<file path="src/logic/xcvr_regs_pkg.sv">
// register map, field positions and reset values of the transceiver serial register bank
// assumes: one clock domain, all offsets are byte addresses on the two-wire bus
package xcvr_regs_pkg;

  localparam int BYTE_W = 8;
  localparam int NUM_CFG = 38;
  localparam int NUM_SYNC = 9;

  // readable registers
  localparam logic [7:0] OFS_INTERRUPT_HISTORY = 8'h00;
  localparam logic [7:0] OFS_LIVE_STATUS = 8'h01;

  // flag positions shared by history, status and mask
  localparam int FLAG_SIGNAL_ABSENT = 0;
  localparam int FLAG_FREQ_WINDOW = 1;
  localparam int FLAG_THERMAL_ALARM = 2;
  localparam int FLAG_SYNTH_UNLOCK = 3;
  localparam int FLAG_FIFO_FAULT = 7;
  localparam logic [7:0] FLAG_IMPLEMENTED = 8'h8F;

  // synchroniser lane positions
  localparam int SYN_SCL = 0;
  localparam int SYN_SDA = 1;
  localparam int SYN_CHIP_SEL = 2;
  localparam int SYN_HOST_IF_SEL = 3;
  localparam int SYN_FLAG_BASE = 4;
  localparam logic [8:0] SYNC_RESET = 9'h00F;

  // configuration register offsets, in slot order
  localparam logic [7:0] CFG_OFFSET [NUM_CFG] = '{
    8'hA0, 8'hA1, 8'hA3, 8'hA4, 8'hA5,
    8'hB0, 8'hB1, 8'hB2, 8'hB3, 8'hB4, 8'hB5, 8'hB6, 8'hB7, 8'hB8,
    8'hC0, 8'hC1, 8'hC2, 8'hC3, 8'hC4, 8'hC5, 8'hC6,
    8'hD0, 8'hD1, 8'hD2, 8'hD3, 8'hD4, 8'hD5,
    8'hE0, 8'hE1, 8'hE2, 8'hE3, 8'hE4, 8'hE5,
    8'hF0, 8'hF1, 8'hF2, 8'hF3, 8'hF4};

  localparam logic [7:0] CFG_RESET [NUM_CFG] = '{
    8'h04, 8'h00, 8'h67, 8'h50, 8'h01,
    8'hF6, 8'hF6, 8'h28, 8'h28, 8'h00, 8'h00, 8'h00, 8'h00, 8'h00,
    8'h00, 8'h01, 8'h00, 8'h80, 8'h00, 8'h00, 8'h0C,
    8'h00, 8'h0D, 8'h00, 8'h00, 8'hAA, 8'h20,
    8'h00, 8'h01, 8'h00, 8'h80, 8'h00, 8'h00,
    8'h62, 8'h02, 8'hA8, 8'h4B, 8'h03};

  // slots of registers the bank itself interprets
  localparam int SLOT_IRQ_ENABLE_MASK = 0;
  localparam int SLOT_IRQ_PIN_CONFIG = 4;
  localparam int SLOT_FRAME_PATTERN_B3 = 5;
  localparam int SLOT_FRAME_IGNORE_B3 = 9;
  localparam int SLOT_RX_VCO_N_HI = 15;
  localparam int SLOT_RX_VCO_N_LO = 16;
  localparam int SLOT_TX_VCO_N_HI = 28;
  localparam int SLOT_TX_VCO_N_LO = 29;

  // interrupt pin configuration fields
  localparam int PIN_CFG_OPEN_DRAIN = 0;
  localparam int PIN_CFG_ACTIVE_HIGH = 1;

  // divider limits
  localparam logic [8:0] RX_N_MIN = 9'h080;
  localparam logic [8:0] RX_N_MAX = 9'h1FF;
  localparam logic [8:0] TX_N_MIN = 9'h080;
  localparam logic [8:0] TX_N_MAX = 9'h0FF;

  // serial bus framing
  localparam logic [3:0] BITS_PER_BYTE = 4'h8;
  localparam logic [6:0] DEFAULT_DEV_ADDR = 7'h50;  // arbitrary value

  typedef enum logic [2:0] {
    ST_IDLE = 3'b000,
    ST_RX = 3'b001,
    ST_ACK = 3'b010,
    ST_TX = 3'b011,
    ST_MACK = 3'b100
  } bus_state_type;

  typedef enum logic [1:0] {
    PH_ADDR = 2'b00,
    PH_REG = 2'b01,
    PH_DATA = 2'b10
  } byte_phase_type;

endpackage : xcvr_regs_pkg

</file>
<file path="src/logic/xcvr_serial_regs.sv">
// two-wire serial slave holding the transceiver register bank and the interrupt pin logic
// assumes: bus pins, selects and alarm flags arrive asynchronously; MCLK_IN far above bus rate
//
// Functional notes
// - registers reachable over the serial bus only while interface select is high (open = high).
// - accesses ignored while chip select low; host keeps it high through the transfer.
// - only history (00) and live status (01) are readable; writes to them ignored.
// - configuration registers A0 to F4 are write-only; reads never return them.
// - history bit0 flags signal absence, bit1 flags frequency outside window.
// - history bit2 set when thermal alarm reports junction at or above threshold.
// - history bit3 set when transmit synthesizer reports loss of lock.
// - history bit7 set when a transmit FIFO overflow or underflow occurred.
// - interrupt enable mask at A0 resets to 04.
// - receive VCO N divider spans 128 to 511; high resets 01, low 00.
// - transmit VCO N divider spans 128 to 255; high resets 01, low 00.
// - loop-mode and enable register at A3 resets to 67.
// - interrupt pin configuration at A5 resets to 01.
// - pattern bytes B0 to B3 form 32-bit pattern, B0 most significant.
// - ignore bytes B4 to B7 form 32-bit mask, B4 most significant, reset zero.
// - top fractional register of each divider resets to 80, lower two zero.
// - recovery config C6 resets to 0C, limiter loss config D1 to 0D.
// - serializer F0=62, F1=02; RF output F3=4B, F4=03 at reset.
// - reading history clears only bits whose alarm condition is gone.
// - a history bit reaches the interrupt pin only when its mask bit is 1.
// - reserved bits 4 to 6 carry no meaning; host must not interpret them.
// - interrupt pin holds its active level while any unmasked history bit is set.
`timescale 1ns/1ps
`default_nettype none

module xcvr_serial_regs
  import xcvr_regs_pkg::*;
#(
  parameter logic [6:0] DEV_ADDR = DEFAULT_DEV_ADDR
)
(
  input wire logic MCLK_IN,
  input wire logic RST_N_IN,
  input wire logic HOST_IF_SEL_IN,
  input wire logic CHIP_SEL_IN,
  input wire logic SCL_IN,
  input wire logic SDA_IN,
  output logic SDA_OUT,
  output logic SDA_OE_OUT,
  input wire logic SIGNAL_ABSENT_IN,
  input wire logic FREQ_WINDOW_IN,
  input wire logic THERMAL_ALARM_IN,
  input wire logic SYNTH_UNLOCK_IN,
  input wire logic FIFO_FAULT_IN,
  output logic IRQ_OUT,
  output logic IRQ_OE_OUT,
  output logic [NUM_CFG*BYTE_W-1:0] CFG_BYTES_OUT,
  output logic [31:0] FRAME_PATTERN_OUT,
  output logic [31:0] FRAME_IGNORE_OUT,
  output logic [8:0] RX_VCO_N_OUT,
  output logic [8:0] TX_VCO_N_OUT
);

  // ----------------------------------------------------------------
  // input synchronisers
  // ----------------------------------------------------------------
  logic [NUM_SYNC-1:0] raw_in;
  logic [NUM_SYNC-1:0] sync1;
  logic [NUM_SYNC-1:0] sync2;
  logic [NUM_SYNC-1:0] sync3;
  logic [NUM_SYNC-1:0] filt;
  logic [NUM_SYNC-1:0] next_filt;

  assign raw_in = {FIFO_FAULT_IN, SYNTH_UNLOCK_IN, THERMAL_ALARM_IN, FREQ_WINDOW_IN,
                   SIGNAL_ABSENT_IN, HOST_IF_SEL_IN, CHIP_SEL_IN, SDA_IN, SCL_IN};

  // a lane only moves once the second and third stage agree
  genvar gi;
  generate
    for (gi = 0; gi < NUM_SYNC; gi++)
    begin : g_filt
      assign next_filt[gi] = (sync2[gi] == sync3[gi]) ? sync3[gi] : filt[gi];
    end
  endgenerate

  always_ff @(posedge MCLK_IN or negedge RST_N_IN)
  begin
    if (!RST_N_IN)
    begin
      sync1 <= SYNC_RESET;
      sync2 <= SYNC_RESET;
      sync3 <= SYNC_RESET;
      filt <= SYNC_RESET;
    end
    else
    begin
      sync1 <= raw_in;
      sync2 <= sync1;
      sync3 <= sync2;
      filt <= next_filt;
    end
  end

  logic scl_rise;
  logic scl_fall;
  logic sda_rise;
  logic sda_fall;
  logic bus_enabled;
  logic [7:0] live_status;

  assign scl_rise = next_filt[SYN_SCL] & ~filt[SYN_SCL];
  assign scl_fall = ~next_filt[SYN_SCL] & filt[SYN_SCL];
  assign sda_rise = next_filt[SYN_SDA] & ~filt[SYN_SDA];
  assign sda_fall = ~next_filt[SYN_SDA] & filt[SYN_SDA];
  assign bus_enabled = filt[SYN_HOST_IF_SEL] & filt[SYN_CHIP_SEL];

  // reserved bits 4..6 read as zero
  always_comb
  begin
    live_status = '0;
    live_status[FLAG_SIGNAL_ABSENT] = filt[SYN_FLAG_BASE];
    live_status[FLAG_FREQ_WINDOW] = filt[SYN_FLAG_BASE+1];
    live_status[FLAG_THERMAL_ALARM] = filt[SYN_FLAG_BASE+2];
    live_status[FLAG_SYNTH_UNLOCK] = filt[SYN_FLAG_BASE+3];
    live_status[FLAG_FIFO_FAULT] = filt[SYN_FLAG_BASE+4];
  end

  // ----------------------------------------------------------------
  // register decode
  // ----------------------------------------------------------------
  function automatic logic cfg_hit(input logic [7:0] ofs, input int slot);
    cfg_hit = (CFG_OFFSET[slot] == ofs);
  endfunction : cfg_hit

  logic [7:0] cfg [NUM_CFG];
  logic [7:0] hist;

  // write-only registers read as zero, as do unmapped offsets
  function automatic logic [7:0] read_value(input logic [7:0] ofs, input logic [7:0] h,
                                            input logic [7:0] s);
    if (ofs == OFS_INTERRUPT_HISTORY)
      read_value = h;
    else if (ofs == OFS_LIVE_STATUS)
      read_value = s;
    else
      read_value = 8'h00;
  endfunction : read_value

  // ----------------------------------------------------------------
  // serial slave state machine
  // ----------------------------------------------------------------
  bus_state_type state;
  bus_state_type next_state;
  byte_phase_type phase;
  byte_phase_type next_phase;
  logic [3:0] bit_cnt;
  logic [3:0] next_bit_cnt;
  logic [7:0] shreg;
  logic [7:0] next_shreg;
  logic [7:0] reg_ptr;
  logic [7:0] next_reg_ptr;
  logic read_mode;
  logic next_read_mode;
  logic master_ack;
  logic next_master_ack;
  logic sda_low;
  logic next_sda_low;
  logic wr_strobe;
  logic hist_read_done;

  always_comb
  begin
    next_state = state;
    next_phase = phase;
    next_bit_cnt = bit_cnt;
    next_shreg = shreg;
    next_reg_ptr = reg_ptr;
    next_read_mode = read_mode;
    next_master_ack = master_ack;
    next_sda_low = sda_low;
    wr_strobe = 1'b0;
    hist_read_done = 1'b0;
    if (!bus_enabled)
    begin
      // deselect aborts any transfer and frees the line at once
      next_state = ST_IDLE;
      next_sda_low = 1'b0;
    end
    else if (filt[SYN_SCL] && sda_fall)
    begin
      next_state = ST_RX;
      next_phase = PH_ADDR;
      next_bit_cnt = '0;
      next_sda_low = 1'b0;
    end
    else if (filt[SYN_SCL] && sda_rise)
    begin
      next_state = ST_IDLE;
      next_sda_low = 1'b0;
    end
    else
    begin
      case (state)
        ST_RX:
        begin
          if (scl_rise && bit_cnt < BITS_PER_BYTE)
          begin
            next_shreg = {shreg[6:0], filt[SYN_SDA]};
            next_bit_cnt = bit_cnt + 4'h1;
          end
          else if (scl_fall && bit_cnt == BITS_PER_BYTE)
          begin
            next_state = ST_ACK;
            next_sda_low = 1'b1;
            case (phase)
              PH_ADDR:
              begin
                next_read_mode = shreg[0];
                if (shreg[7:1] != DEV_ADDR)
                begin
                  next_state = ST_IDLE;
                  next_sda_low = 1'b0;
                end
              end
              PH_REG:
                next_reg_ptr = shreg;
              default:
              begin
                wr_strobe = 1'b1;
                next_reg_ptr = reg_ptr + 8'h01;
              end
            endcase
          end
        end
        ST_ACK:
        begin
          if (scl_fall)
          begin
            if (phase == PH_ADDR && read_mode)
            begin
              next_state = ST_TX;
              next_shreg = read_value(reg_ptr, hist, live_status);
              next_sda_low = ~next_shreg[7];
              next_bit_cnt = 4'h1;
            end
            else
            begin
              next_state = ST_RX;
              next_sda_low = 1'b0;
              next_bit_cnt = '0;
              next_phase = (phase == PH_ADDR) ? PH_REG : PH_DATA;
            end
          end
        end
        ST_TX:
        begin
          if (scl_fall)
          begin
            if (bit_cnt == BITS_PER_BYTE)
            begin
              next_state = ST_MACK;
              next_sda_low = 1'b0;
              hist_read_done = (reg_ptr == OFS_INTERRUPT_HISTORY);
            end
            else
            begin
              next_sda_low = ~shreg[6];
              next_shreg = {shreg[6:0], 1'b0};
              next_bit_cnt = bit_cnt + 4'h1;
            end
          end
        end
        ST_MACK:
        begin
          if (scl_rise)
            next_master_ack = ~filt[SYN_SDA];
          else if (scl_fall)
          begin
            if (master_ack)
            begin
              next_state = ST_TX;
              next_reg_ptr = reg_ptr + 8'h01;
              next_shreg = read_value(reg_ptr + 8'h01, hist, live_status);
              next_sda_low = ~next_shreg[7];
              next_bit_cnt = 4'h1;
            end
            else
              next_state = ST_IDLE;
          end
        end
        default:
          next_sda_low = 1'b0;
      endcase
    end
  end

  always_ff @(posedge MCLK_IN or negedge RST_N_IN)
  begin
    if (!RST_N_IN)
    begin
      state <= ST_IDLE;
      phase <= PH_ADDR;
      bit_cnt <= '0;
      shreg <= '0;
      reg_ptr <= '0;
      read_mode <= 1'b0;
      master_ack <= 1'b0;
      sda_low <= 1'b0;
    end
    else
    begin
      state <= next_state;
      phase <= next_phase;
      bit_cnt <= next_bit_cnt;
      shreg <= next_shreg;
      reg_ptr <= next_reg_ptr;
      read_mode <= next_read_mode;
      master_ack <= next_master_ack;
      sda_low <= next_sda_low;
    end
  end

  // ----------------------------------------------------------------
  // interrupt history
  // ----------------------------------------------------------------
  logic [7:0] next_hist;

  // a new alarm in the clearing cycle survives: set is ORed after the clear
  always_comb
  begin
    next_hist = hist_read_done ? (hist & live_status) : hist;
    next_hist = (next_hist | live_status) & FLAG_IMPLEMENTED;
  end

  // contents are undefined by the map; zero is picked for determinism
  always_ff @(posedge MCLK_IN or negedge RST_N_IN)
  begin
    if (!RST_N_IN)
      hist <= '0;
    else
      hist <= next_hist;
  end

  // ----------------------------------------------------------------
  // configuration registers
  // ----------------------------------------------------------------
  logic [7:0] next_cfg [NUM_CFG];

  // offsets 00/01 and unmapped offsets match no slot, so writes there vanish
  always_comb
  begin
    for (int i = 0; i < NUM_CFG; i++)
    begin
      next_cfg[i] = cfg[i];
      if (wr_strobe && cfg_hit(reg_ptr, i))
        next_cfg[i] = shreg;
    end
  end

  always_ff @(posedge MCLK_IN or negedge RST_N_IN)
  begin
    if (!RST_N_IN)
    begin
      for (int i = 0; i < NUM_CFG; i++)
        cfg[i] <= CFG_RESET[i];
    end
    else
    begin
      for (int i = 0; i < NUM_CFG; i++)
        cfg[i] <= next_cfg[i];
    end
  end

  // ----------------------------------------------------------------
  // registered outputs
  // ----------------------------------------------------------------
  logic irq_active;
  logic next_irq_out;
  logic next_irq_oe;
  logic [8:0] rx_n_raw;
  logic [8:0] tx_n_raw;
  logic [8:0] next_rx_n;
  logic [8:0] next_tx_n;
  logic [NUM_CFG*BYTE_W-1:0] next_cfg_bytes;

  always_comb
  begin
    // level, not pulse: follows the unmasked history directly
    irq_active = |(hist & cfg[SLOT_IRQ_ENABLE_MASK]);
    if (cfg[SLOT_IRQ_PIN_CONFIG][PIN_CFG_OPEN_DRAIN])
    begin
      next_irq_out = 1'b0;
      next_irq_oe = irq_active;
    end
    else
    begin
      next_irq_out = irq_active ~^ cfg[SLOT_IRQ_PIN_CONFIG][PIN_CFG_ACTIVE_HIGH];
      next_irq_oe = 1'b1;
    end
    rx_n_raw = {cfg[SLOT_RX_VCO_N_HI][0], cfg[SLOT_RX_VCO_N_LO]};
    tx_n_raw = {cfg[SLOT_TX_VCO_N_HI][0], cfg[SLOT_TX_VCO_N_LO]};
    // out-of-range divider words are clamped rather than passed on
    next_rx_n = (rx_n_raw < RX_N_MIN) ? RX_N_MIN : (rx_n_raw > RX_N_MAX) ? RX_N_MAX : rx_n_raw;
    next_tx_n = (tx_n_raw < TX_N_MIN) ? TX_N_MIN : (tx_n_raw > TX_N_MAX) ? TX_N_MAX : tx_n_raw;
    for (int i = 0; i < NUM_CFG; i++)
      next_cfg_bytes[i*BYTE_W +: BYTE_W] = next_cfg[i];
  end

  always_ff @(posedge MCLK_IN or negedge RST_N_IN)
  begin
    if (!RST_N_IN)
    begin
      IRQ_OUT <= 1'b0;
      IRQ_OE_OUT <= 1'b0;
      SDA_OUT <= 1'b0;
      SDA_OE_OUT <= 1'b0;
      RX_VCO_N_OUT <= RX_N_MIN;
      TX_VCO_N_OUT <= TX_N_MIN;
      CFG_BYTES_OUT <= '0;
      FRAME_PATTERN_OUT <= '0;
      FRAME_IGNORE_OUT <= '0;
    end
    else
    begin
      IRQ_OUT <= next_irq_out;
      IRQ_OE_OUT <= next_irq_oe;
      SDA_OUT <= 1'b0;
      SDA_OE_OUT <= next_sda_low;
      RX_VCO_N_OUT <= next_rx_n;
      TX_VCO_N_OUT <= next_tx_n;
      CFG_BYTES_OUT <= next_cfg_bytes;
      FRAME_PATTERN_OUT <= {next_cfg[SLOT_FRAME_PATTERN_B3], next_cfg[SLOT_FRAME_PATTERN_B3+1],
                            next_cfg[SLOT_FRAME_PATTERN_B3+2], next_cfg[SLOT_FRAME_PATTERN_B3+3]};
      FRAME_IGNORE_OUT <= {next_cfg[SLOT_FRAME_IGNORE_B3], next_cfg[SLOT_FRAME_IGNORE_B3+1],
                           next_cfg[SLOT_FRAME_IGNORE_B3+2], next_cfg[SLOT_FRAME_IGNORE_B3+3]};
    end
  end

endmodule : xcvr_serial_regs

`default_nettype wire

</file>
<file path="config.mk">
export PLATFORM = sky130hd
export DESIGN_NAME = xcvr_serial_regs
export DESIGN_NICKNAME = d
export VERILOG_FILES = /design/src/logic/xcvr_regs_pkg.sv /design/src/logic/xcvr_serial_regs.sv
export SDC_FILE = /design/constraint.sdc
export NUM_CORES = 1
export LEC_CHECK = 0
export BUFFER_PORTS_ARGS = -buffer_cell sky130_fd_sc_hd__buf_4
export CAP_MARGIN = 20
export CORE_MARGIN = 2
export CORE_UTILIZATION = 55
export DETAILED_ROUTE_END_ITERATION = 8
export PLACE_DENSITY = 0.84
export SLEW_MARGIN = 20
export SYNTH_ARGS = -nofsm -noshare
export SYNTH_HDL_FRONTEND = slang
export SYNTH_SLANG_ARGS = --single-unit
</file>
<file path="constraint.sdc">
create_clock -name MCLK_IN -period 3.4 [get_ports MCLK_IN]
set_clock_uncertainty 0.2 [all_clocks]
set_input_delay 0.51 -clock MCLK_IN [delete_from_list [all_inputs] [get_ports MCLK_IN]]
set_output_delay 0.51 -clock MCLK_IN [all_outputs]
set_load 0.005 [all_outputs]
</file>
==> results of run 1 <==
per-stage QoR:
step / std cells / hold WS (ns) / total power [mW] / setup slack (ns) / instance area (sq um)
floorplan: 1468 / 0.0144 / 5.58 / 0.808 / 19700
global placement: 1991 / 0.133 / 5.75 / 0.561 / 21000
detailed placement: 1991 / 0.135 / 5.76 / 0.457 / 21000
CTS: 2084 / 0.148 / 11.1 / 0.454 / 22700
global route: 2084 / 0.151 / 11.3 / 0.293 / 22700
finish: 2084 / 0.147 / 11.0 / 0.448 / 22700
area by class of cell:
class	count	area (sq um)	share of cell area (%)
flip-flops and latches	445	11200	49.5
multi-input cells	635	5770	25.4
repair buffers	449	3450	15.2
clock buffers	58	1250	5.50
well taps	461	577	2.54
clock inverters	25	354	1.56
inverters	11	41.3	0.182
sequential cells by signal, indices dropped and copies added (netlist names):
signal and cells:
CFG_BYTES_OUT 242, FRAME_IGNORE_OUT 31, FRAME_PATTERN_OUT 31, IRQ_OE_OUT 1, IRQ_OUT 1, RX_VCO_N_OUT 9
SDA_OE_OUT 1, TX_VCO_N_OUT 9, bit_cnt 4, cfg 52, filt 9, hist 5
master_ack 1, phase 2, read_mode 1, reg_ptr 8, shreg 8, state 3
sync1 9, sync2 9, sync3 9
power by group through the flow:
stage | combinational, mW | clock (mW) | sequential [mW]
after detailed placement | 0.251 | 0 | 5.51
after CTS | 0.260 | 5.38 | 5.42
after global placement | 0.244 | 0 | 5.51
final | 0.255 | 5.30 | 5.42
after floorplan | 0.104 | 0 | 5.47
after global routing | 0.292 | 5.63 | 5.42
repair_timing:
action                    in CTS  in global routing
gates resized for setup        0                  0
hold buffers                  10                  0
buffers inserted               0                  0
hold endpoints to repair      71                  0
kinds of logic after synthesis:
group                      count (synthesis)  share of synthesized area [%]
DFF                                      445                           57.1
buffers and inverters                    388                           13.6
muxes                                    311                           17.8
and+or+nand+nor                          198                           6.88
AOI/OAI and AO/OA                        105                           3.63
adders and majority gates                 15                          0.853
xor gates and xnor gates                   3                          0.134
other                                      2                         0.0382
path summary, 6_finish.rpt:
path	end	slack [ns]	cells past startpoint
max	CFG_BYTES_OUT[136]	0.45	7
min	sync2[6]	0.15	0
max reg2reg	CFG_BYTES_OUT[136]	0.45	7
min reg2reg	sync2[6]	0.15	0
max in group asynchronous	cfg[286]	1.65	3
min in group asynchronous	CFG_BYTES_OUT[280]	0.33	2
synth_stat cells, types with 5 or more instances:
cell type and count:
and3b_1 6, nand4_2 7, dfstp_2 70, maj3_1 8, ha_1 7, nand4_1 8
mux2_1 7, nor2_1 16, o211ai_1 5, dfrtp_1 375, a31oi_1 10, a21oi_1 15
nor3_1 11, nand3_1 13, nor3_4 13, buf_4 317, inv_1 11, clkbuf_1 48
and2_1 9, mux2_2 302, nor2b_1 15, nor3b_1 9, buf_2 8, nand2_1 42
a22oi_1 10, a21o_1 13, o21ai_0 19, nor2_2 8
worst reg2reg max path, delay by kind of cell (launching register included):
kind          cells  cell delay (ns)
mux               1             0.40
flops             1             0.42
simple gates      4             1.60
buf+inv           1             0.08
fa+ha+maj         1             0.15
per-layer routing:
| layer | track usage [%] | up-vias | part of all wire, % |
|---|---|---|---|
| met3 | 4.42 | 125 | 6.0 |
| met5 | 0 | - | 0 |
| met4 | 10.9 | 0 | 4.2 |
| met2 | 43.0 | 503 | 50 |
| li1 | - | 4990 | - |
| met1 | 32.2 | 5955 | 39 |
==> impl_metrics.json, run 1 <==
{
  "io_buffers": 399,
  "synthArstFlopShare_pct": 100,
  "fmax_mhz": 339,
  "rows": 69,
  "grtUsageTotal_pct": 25.4,
  "clock-root-buffer": "clkbuf_16",
  "netlist_top_cells_area": "dfrtp_1, mux2_2, buf_4",
  "yosys_most_used_dff": "dfrtp_1",
  "grt.overflow.total": 0,
  "drv_cap": 0,
  "clkPwrFrac_pct": 48.3,
  "rr_startpoint": "bit_cnt[0]",
  "crit_type": "reg -> reg",
  "nNetsFinal": 1605,
  "seq_area_frac_synth_pct": 57.1,
  "syn_inst": 1467,
  "power_density_mw_per_mm2": 484,
  "diodes": 0,
  "drt_iter0_markers": 700,
  "core_area_sq_mm": 0.0354,
  "setup_viol": 0,
  "p_int_mw": 8.65,
  "hold_start": "sync1[6]",
  "clock_latency_ns": 0.55,
  "rsz0062_at_grt": "no",
  "start_util_pct": 55.5,
  "status": "finished clean",
  "critPathCaptureType": "flop",
  "cp-start-kind": "flop",
  "hp-class": "reg -> reg",
  "drt_first_pass_iters": 5,
  "clock_sinks": 445,
  "cp_slowest_stage_delay_ns": 0.63,
  "fp.dieH_um": 193,
  "critical-path-top-delay-family": "simple AND/OR/NAND/NOR gates",
  "worst-path-buf-inv": 1,
  "pwr-share-seq_pct": 49.4,
  "num-fill-cells": 2496,
  "place.gp.congestion": 0.929,
  "peakVddDrop_mv": 0.420,
  "vias_per_cell": 5.55,
  "fin_crit_ns": 2.95,
  "detail-route-antenna-nets": 0,
  "synth_seq_cells": 445,
  "syn_to_final_growth_pct": 15.4,
  "clkTransAtPathRegs_ns": 0.06,
  "drive_gt1_share_pct": 57.8,
  "cp.required_ns": 3.63,
  "path_cells": "inv_1 > ha_1 > and3b_1 > nand2_1 > or3_1 > nor3_4 > mux2_2",
  "worstPathMaxFanout": 8,
  "critPathLaunch": "bit_cnt[0]",
  "slew_violations": 0,
  "leakage_nw": 11.7,
  "final_common_cell": "buf_4",
  "grt_pass1_vias": 11700,
  "comb_power_share_pct": 2.3,
  "slew-limit-headroom_pct": 26.5,
  "p_sw_share_pct": 21.2,
  "syn-cell-area_sq_mm": 0.0197,
  "synth_edf_count": 0,
  "num_io_pins": 401,
  "cp.arrival_ns": 3.18,
  "power_switching_mw": 2.32,
  "hold_viol_final": 0,
  "ys.warnings.count": 0,
  "wirelength_um": 48500,
  "drc": 0,
  "grt_max_degree": 102,
  "synth_top_area_share_pct": 47.7,
  "final_util_pct": 64.1,
  "cts.htree.levels": 2,
  "die_w_um": 193,
  "layout_common_cells": "buf_4, dfrtp_1, mux2_2, dfstp_2, clkbuf_16",
  "cts_tree": "built",
  "cts_buffers": 45,
  "yosysTopAreaCell": "dfrtp_1",
  "antenna_found_initial": 0,
  "dieArea_sq_mm": 0.0373,
  "clockBufferDepth": 3,
  "vias": 11600,
  "syn_area_per_cell_sq_um": 13.4,
  "wl_per_cell_um": 23.3,
  "grt_pass1_wl_um": 70900,
  "dpl.hpwl_um": 32600,
  "period_share_pct": 86.8,
  "worstMarginPinSlew_ns": 1.10,
  "cp_slowest_cell": "or3_1",
  "fin_setup_tns_ns": 0,
  "yosys.cell_types.count": 75
}
No activity file was read; power rests on OpenSTA's default activity.
==> inputs of run 2 (changes only) <==
- clock period: 3.4 -> 2.8 ns (I/O delays scaled with it)
==> impl_metrics.json, run 2 (same netlist as run 1, synthesis figures left out) <==
{
  "crit_type": "reg -> reg",
  "layout.cells.non_filler": 2125,
  "fp.dieH_um": 193,
  "slew_violations": 0,
  "clockBufferDepth": 3,
  "core_area_sq_mm": 0.0354,
  "antenna_found_initial": 0,
  "path_cells": "nor3b_4 > nand2_1 > or3_1 > buf_4 > nor3_4 > buf_12 > mux2_1",
  "die_w_um": 193,
  "critPathCaptureType": "flop",
  "place.gp.congestion": 0.907,
  "grt_pass1_wl_um": 71900,
  "slew-limit-headroom_pct": 26.1,
  "cp_slowest_cell": "dfstp_2",
  "cts_buffers": 44,
  "wl_per_cell_um": 22.7,
  "dp_cells": 2026,
  "final_util_pct": 64.8,
  "drt_iter0_markers": 761,
  "diodes": 0,
  "cts.htree.levels": 2,
  "vias_per_cell": 5.49,
  "cp_slowest_stage_delay_ns": 0.61,
  "dpl.hpwl_um": 32500,
  "clkTransAtPathRegs_ns": 0.06,
  "power_density_mw_per_mm2": 552,
  "cp.arrival_ns": 2.87,
  "wirelength_um": 48200,
  "rsz0062_at_grt": "no",
  "grt.overflow.total": 0,
  "period_share_pct": 94.8,
  "peakVddDrop_mv": 0.499,
  "io_buffers": 399,
  "leakage_nw": 11.9,
  "drt_first_pass_iters": 5,
  "hp-class": "reg -> reg",
  "setup_viol": 0,
  "cp.required_ns": 3.01,
  "critical-path-top-delay-family": "simple AND/OR/NAND/NOR gates",
  "largestRegisters": "CFG_BYTES_OUT: 242 flops, cfg: 52 flops",
  "grt_max_degree": 57,
  "layout_common_cells": "buf_4, dfrtp_1, mux2_2, dfstp_2, clkbuf_16",
  "clock_sinks": 445,
  "dieArea_sq_mm": 0.0373,
  "fin_crit_ns": 2.65,
  "cts_tree": "built",
  "drv_cap": 0,
  "largest_reg_flops": 242,
  "start_util_pct": 55.5,
  "status": "finished clean",
  "clock-root-buffer": "clkbuf_16",
  "detail-route-antenna-nets": 0,
  "worstMarginPinSlew_ns": 1.11,
  "fin_setup_tns_ns": 0,
  "clock_latency_ns": 0.54,
  "hold_viol_final": 0,
  "grt_pass1_vias": 11900,
  "rows": 69,
  "top_register": "CFG_BYTES_OUT",
  "worstPathMaxFanout": 10,
  "grtUsageTotal_pct": 25.6,
  "worst-path-buf-inv": 2,
  "drive_gt1_share_pct": 58.6,
  "num_io_pins": 401,
  "syn_to_final_growth_pct": 16.8,
  "cp-start-kind": "flop",
  "fmax_mhz": 377,
  "multi_input_area_sq_mm": 0.00578,
  "layout.area.seq_sq_mm": 0.0112,
  "nNetsFinal": 1648,
  "num-fill-cells": 2495,
  "vias": 11700,
  "drc": 0,
  "final_common_cell": "buf_4"
}
[run 2: stage by stage]
step	area [sq um]	hold WS (ns)	power, mW	worst slack [ns]
after detailed placement	21300	0.136	7.02	0.107
final	22900	0.149	12.7	0.146
after floorplan	19700	-0.0756	6.77	0.208
after global placement	21300	0.132	7.00	0.170
after CTS	22800	0.150	12.7	0.000958
after global routing	22900	0.163	13.1	0.0223
[run 2: cell type report]
cell class | instances | area share, %
multi-input combinational | 635 | 25.2
inverter | 11 | 0.180
tap | 461 | 2.51
timing repair buffer | 493 | 17.0
clock inverter | 14 | 0.469
clock buffer | 66 | 5.69
sequential | 445 | 48.9
[run 2: path summary, 6_finish.rpt]
check | start | cells past startpoint | endpoint | slack, ns
worst max register to register | filt[0] | 7 | CFG_BYTES_OUT[120] | 0.15
worst max-delay path | filt[0] | 7 | CFG_BYTES_OUT[120] | 0.15
worst min register to register | sync1[6] | 0 | sync2[6] | 0.15
max in group asynchronous | RST_N_IN | 4 | CFG_BYTES_OUT[177] | 1.30
worst min-delay path | sync1[6] | 0 | sync2[6] | 0.15
min in group asynchronous | RST_N_IN | 2 | CFG_BYTES_OUT[203] | 0.21
[run 2: per-layer routing]
metal	up-vias	global-route usage [%]	wire length, um
met3	103	4.07	2790
met4	0	10.1	1690
met1	6068	33.3	19300
met5	-	0	0
li1	5072	-	-
met2	427	43.3	24400
[run 2: timing repair]
| item | 4_1_cts | 5_1_grt |
|---|---|---|
| endpoints found under the setup margin | 0 | 67 |
| buffers inserted | 0 | 9 |
| hold endpoints to repair | 51 | 0 |
| hold buffers | 10 | 0 |
| gates resized for setup | 0 | 1 |
[run 2: power by group]
group	switching, mW	leakage [nW]	internal (mW)
Combinational	0.208	5.38	0.123
Clock	2.43	0.686	3.32
Sequential	0.0815	5.86	6.50
==> inputs of run 3 (changes only) <==
- CORE_UTILIZATION: 55 -> 59
- PLACE_DENSITY: 0.84 -> 0.89
- clock period: 2.8 -> 3.2 ns (I/O delays scaled with it)
==> impl_metrics.json, run 3 (same netlist as run 1, synthesis figures left out) <==
{
  "status": "finished clean",
  "final_common_cell": "buf_4",
  "fmax_mhz": 333,
  "cts_tree": "built",
  "grt_max_degree": 75,
  "clkTransAtPathRegs_ns": 0.06,
  "dpl_cell_area_sq_mm": 0.0210,
  "crit_type": "reg -> reg",
  "layout.cells.non_filler": 2067,
  "layout.area.seq_sq_mm": 0.0112,
  "detail-route-antenna-nets": 0,
  "fin_setup_tns_ns": 0,
  "drive_gt1_share_pct": 57.8,
  "dieArea_sq_mm": 0.0348,
  "power_switching_mw": 2.44,
  "io_buffers": 399,
  "critical-path-top-delay-family": "simple AND/OR/NAND/NOR gates",
  "drt_first_pass_iters": 5,
  "nNetsFinal": 1608,
  "fin_hold_ws_ns": 0.148,
  "peakVddDrop_mv": 0.503,
  "clkPwrFrac_pct": 48.1,
  "hold_depth": 0,
  "fin_crit_ns": 3.00,
  "clockBufferDepth": 3,
  "dp_slack_ns": 0.239,
  "start_util_pct": 60.1,
  "cts_buffers": 44,
  "slew_violations": 0,
  "holdPathEnd": "sync2[5]",
  "largestRegisters": "CFG_BYTES_OUT: 242 flops, cfg: 52 flops",
  "cp.arrival_ns": 3.21,
  "drv_cap": 0,
  "grt_pass1_wl_um": 75900,
  "cp-start-kind": "flop",
  "drc": 0,
  "num_io_pins": 401,
  "grtUsageTotal_pct": 28.1,
  "worstRegToRegCells": 5,
  "num-fill-cells": 2166,
  "rrSetupSlack_ns": 0.20,
  "wirelength_um": 49200,
  "rsz0062_at_grt": "no",
  "hp-class": "reg -> reg",
  "wl_per_cell_um": 23.8,
  "vias": 11700,
  "power_density_mw_per_mm2": 513,
  "cts.repair.resized": 0,
  "grt_pass1_vias": 12400,
  "place.gp.congestion": 0.902,
  "slew-limit-headroom_pct": 29.7,
  "largest_reg_flops": 242,
  "layout_common_cells": "buf_4, dfrtp_1, mux2_2, dfstp_2, clkbuf_16",
  "critPathCaptureType": "flop",
  "rr_startpoint": "filt[0]",
  "grt.overflow.total": 0,
  "worst-path-buf-inv": 0,
  "cts.htree.levels": 2,
  "syn_to_final_growth_pct": 15.3,
  "core_area_sq_mm": 0.0327,
  "die_w_um": 187,
  "antenna_found_initial": 0,
  "clock-root-buffer": "clkbuf_16",
  "clock_sinks": 445,
  "cp_slowest_stage_delay_ns": 0.63,
  "multi_input_area_sq_mm": 0.00577,
  "clock_latency_ns": 0.54,
  "top_register": "CFG_BYTES_OUT",
  "cp_slowest_cell": "or3_1",
  "diodes": 0,
  "worstMarginPinSlew_ns": 1.05,
  "hold_start": "sync1[5]",
  "hold_viol_final": 0,
  "fp.dieH_um": 187,
  "leakage_nw": 11.8,
  "period_share_pct": 93.7,
  "dp_cells": 1976,
  "p_int_mw": 9.18,
  "dpl.hpwl_um": 32000,
  "vias_per_cell": 5.64,
  "rows": 66,
  "cp.required_ns": 3.41,
  "setup_ws_ns": 0.200,
  "design_area_sq_mm": 0.0227,
  "pwr-share-seq_pct": 49.5,
  "p_sw_share_pct": 21.0,
  "setup_viol": 0,
  "drt_iter0_markers": 882,
  "comb_power_share_pct": 2.3,
  "rr_endpoint": "CFG_BYTES_OUT[144]",
  "path_cells": "nor3b_2 > nand2_1 > or3_1 > nor3_4 > mux2_2",
  "worstPathMaxFanout": 10
}
-- run 3: changes by cell type in the layout (fill, tap and decap cells not counted), sizes merged --
| cell | change |
|---|---|
| clkinvlp | -3 |
| bufinv | +7 |
| buf | -40 |
| inv | +2 |
| clkbuf | -5 |
-- run 3: per-stage QoR --
step	utilization, %	power [mW]
6_report	69.3	11.6
3_3_place_gp	64.2	6.11
2_1_floorplan	-	5.92
3_5_place_dp	64.2	6.12
4_1_cts	69.3	11.7
5_1_grt	69.3	12.0
-- run 3: final cells by class --
| class | instances | area share [%] |
|---|---|---|
| repair buffers | 453 | 15.4 |
| inverters | 11 | 0.182 |
| clock buffers | 61 | 5.54 |
| multi-input cells | 635 | 25.5 |
| clock inverters | 20 | 1.44 |
| well taps | 442 | 2.44 |
| flip-flops and latches | 445 | 49.6 |
-- run 3: metal layers --
layer  GRT usage [%]  wire length, um  up-vias
met3            4.74             3090      110
met1            35.4            18900     6027
met4            10.3             1660        0
li1                -                -     4994
met5               0                0        -
met2            49.2            25500      519
-- run 3: timing repair --
action	CTS	global route
hold buffers	10	0
buffers inserted	0	0
endpoints found under the hold margin	60	0
-- run 3: worst max path at each step --
stage,from,end,slack (ns),cells after the start
2_1_floorplan,filt[0],CFG_BYTES_OUT[162],0.61,7
3_3_place_gp,bit_cnt[0],CFG_BYTES_OUT[143],0.36,7
3_5_place_dp,filt[0],CFG_BYTES_OUT[139],0.24,5
4_1_cts,filt[0],CFG_BYTES_OUT[144],0.23,5
5_1_grt,filt[0],CFG_BYTES_OUT[144],0.04,5
6_report,filt[0],CFG_BYTES_OUT[144],0.20,5
-- run 3: power by group through the flow --
stage	logic [mW]	registers [mW]	clock network [mW]
3_5_place_dp	0.267	5.85	0
4_1_cts	0.278	5.75	5.66
2_1_floorplan	0.110	5.81	0
3_3_place_gp	0.257	5.85	0
5_1_grt	0.311	5.76	5.91
6_report	0.271	5.76	5.59
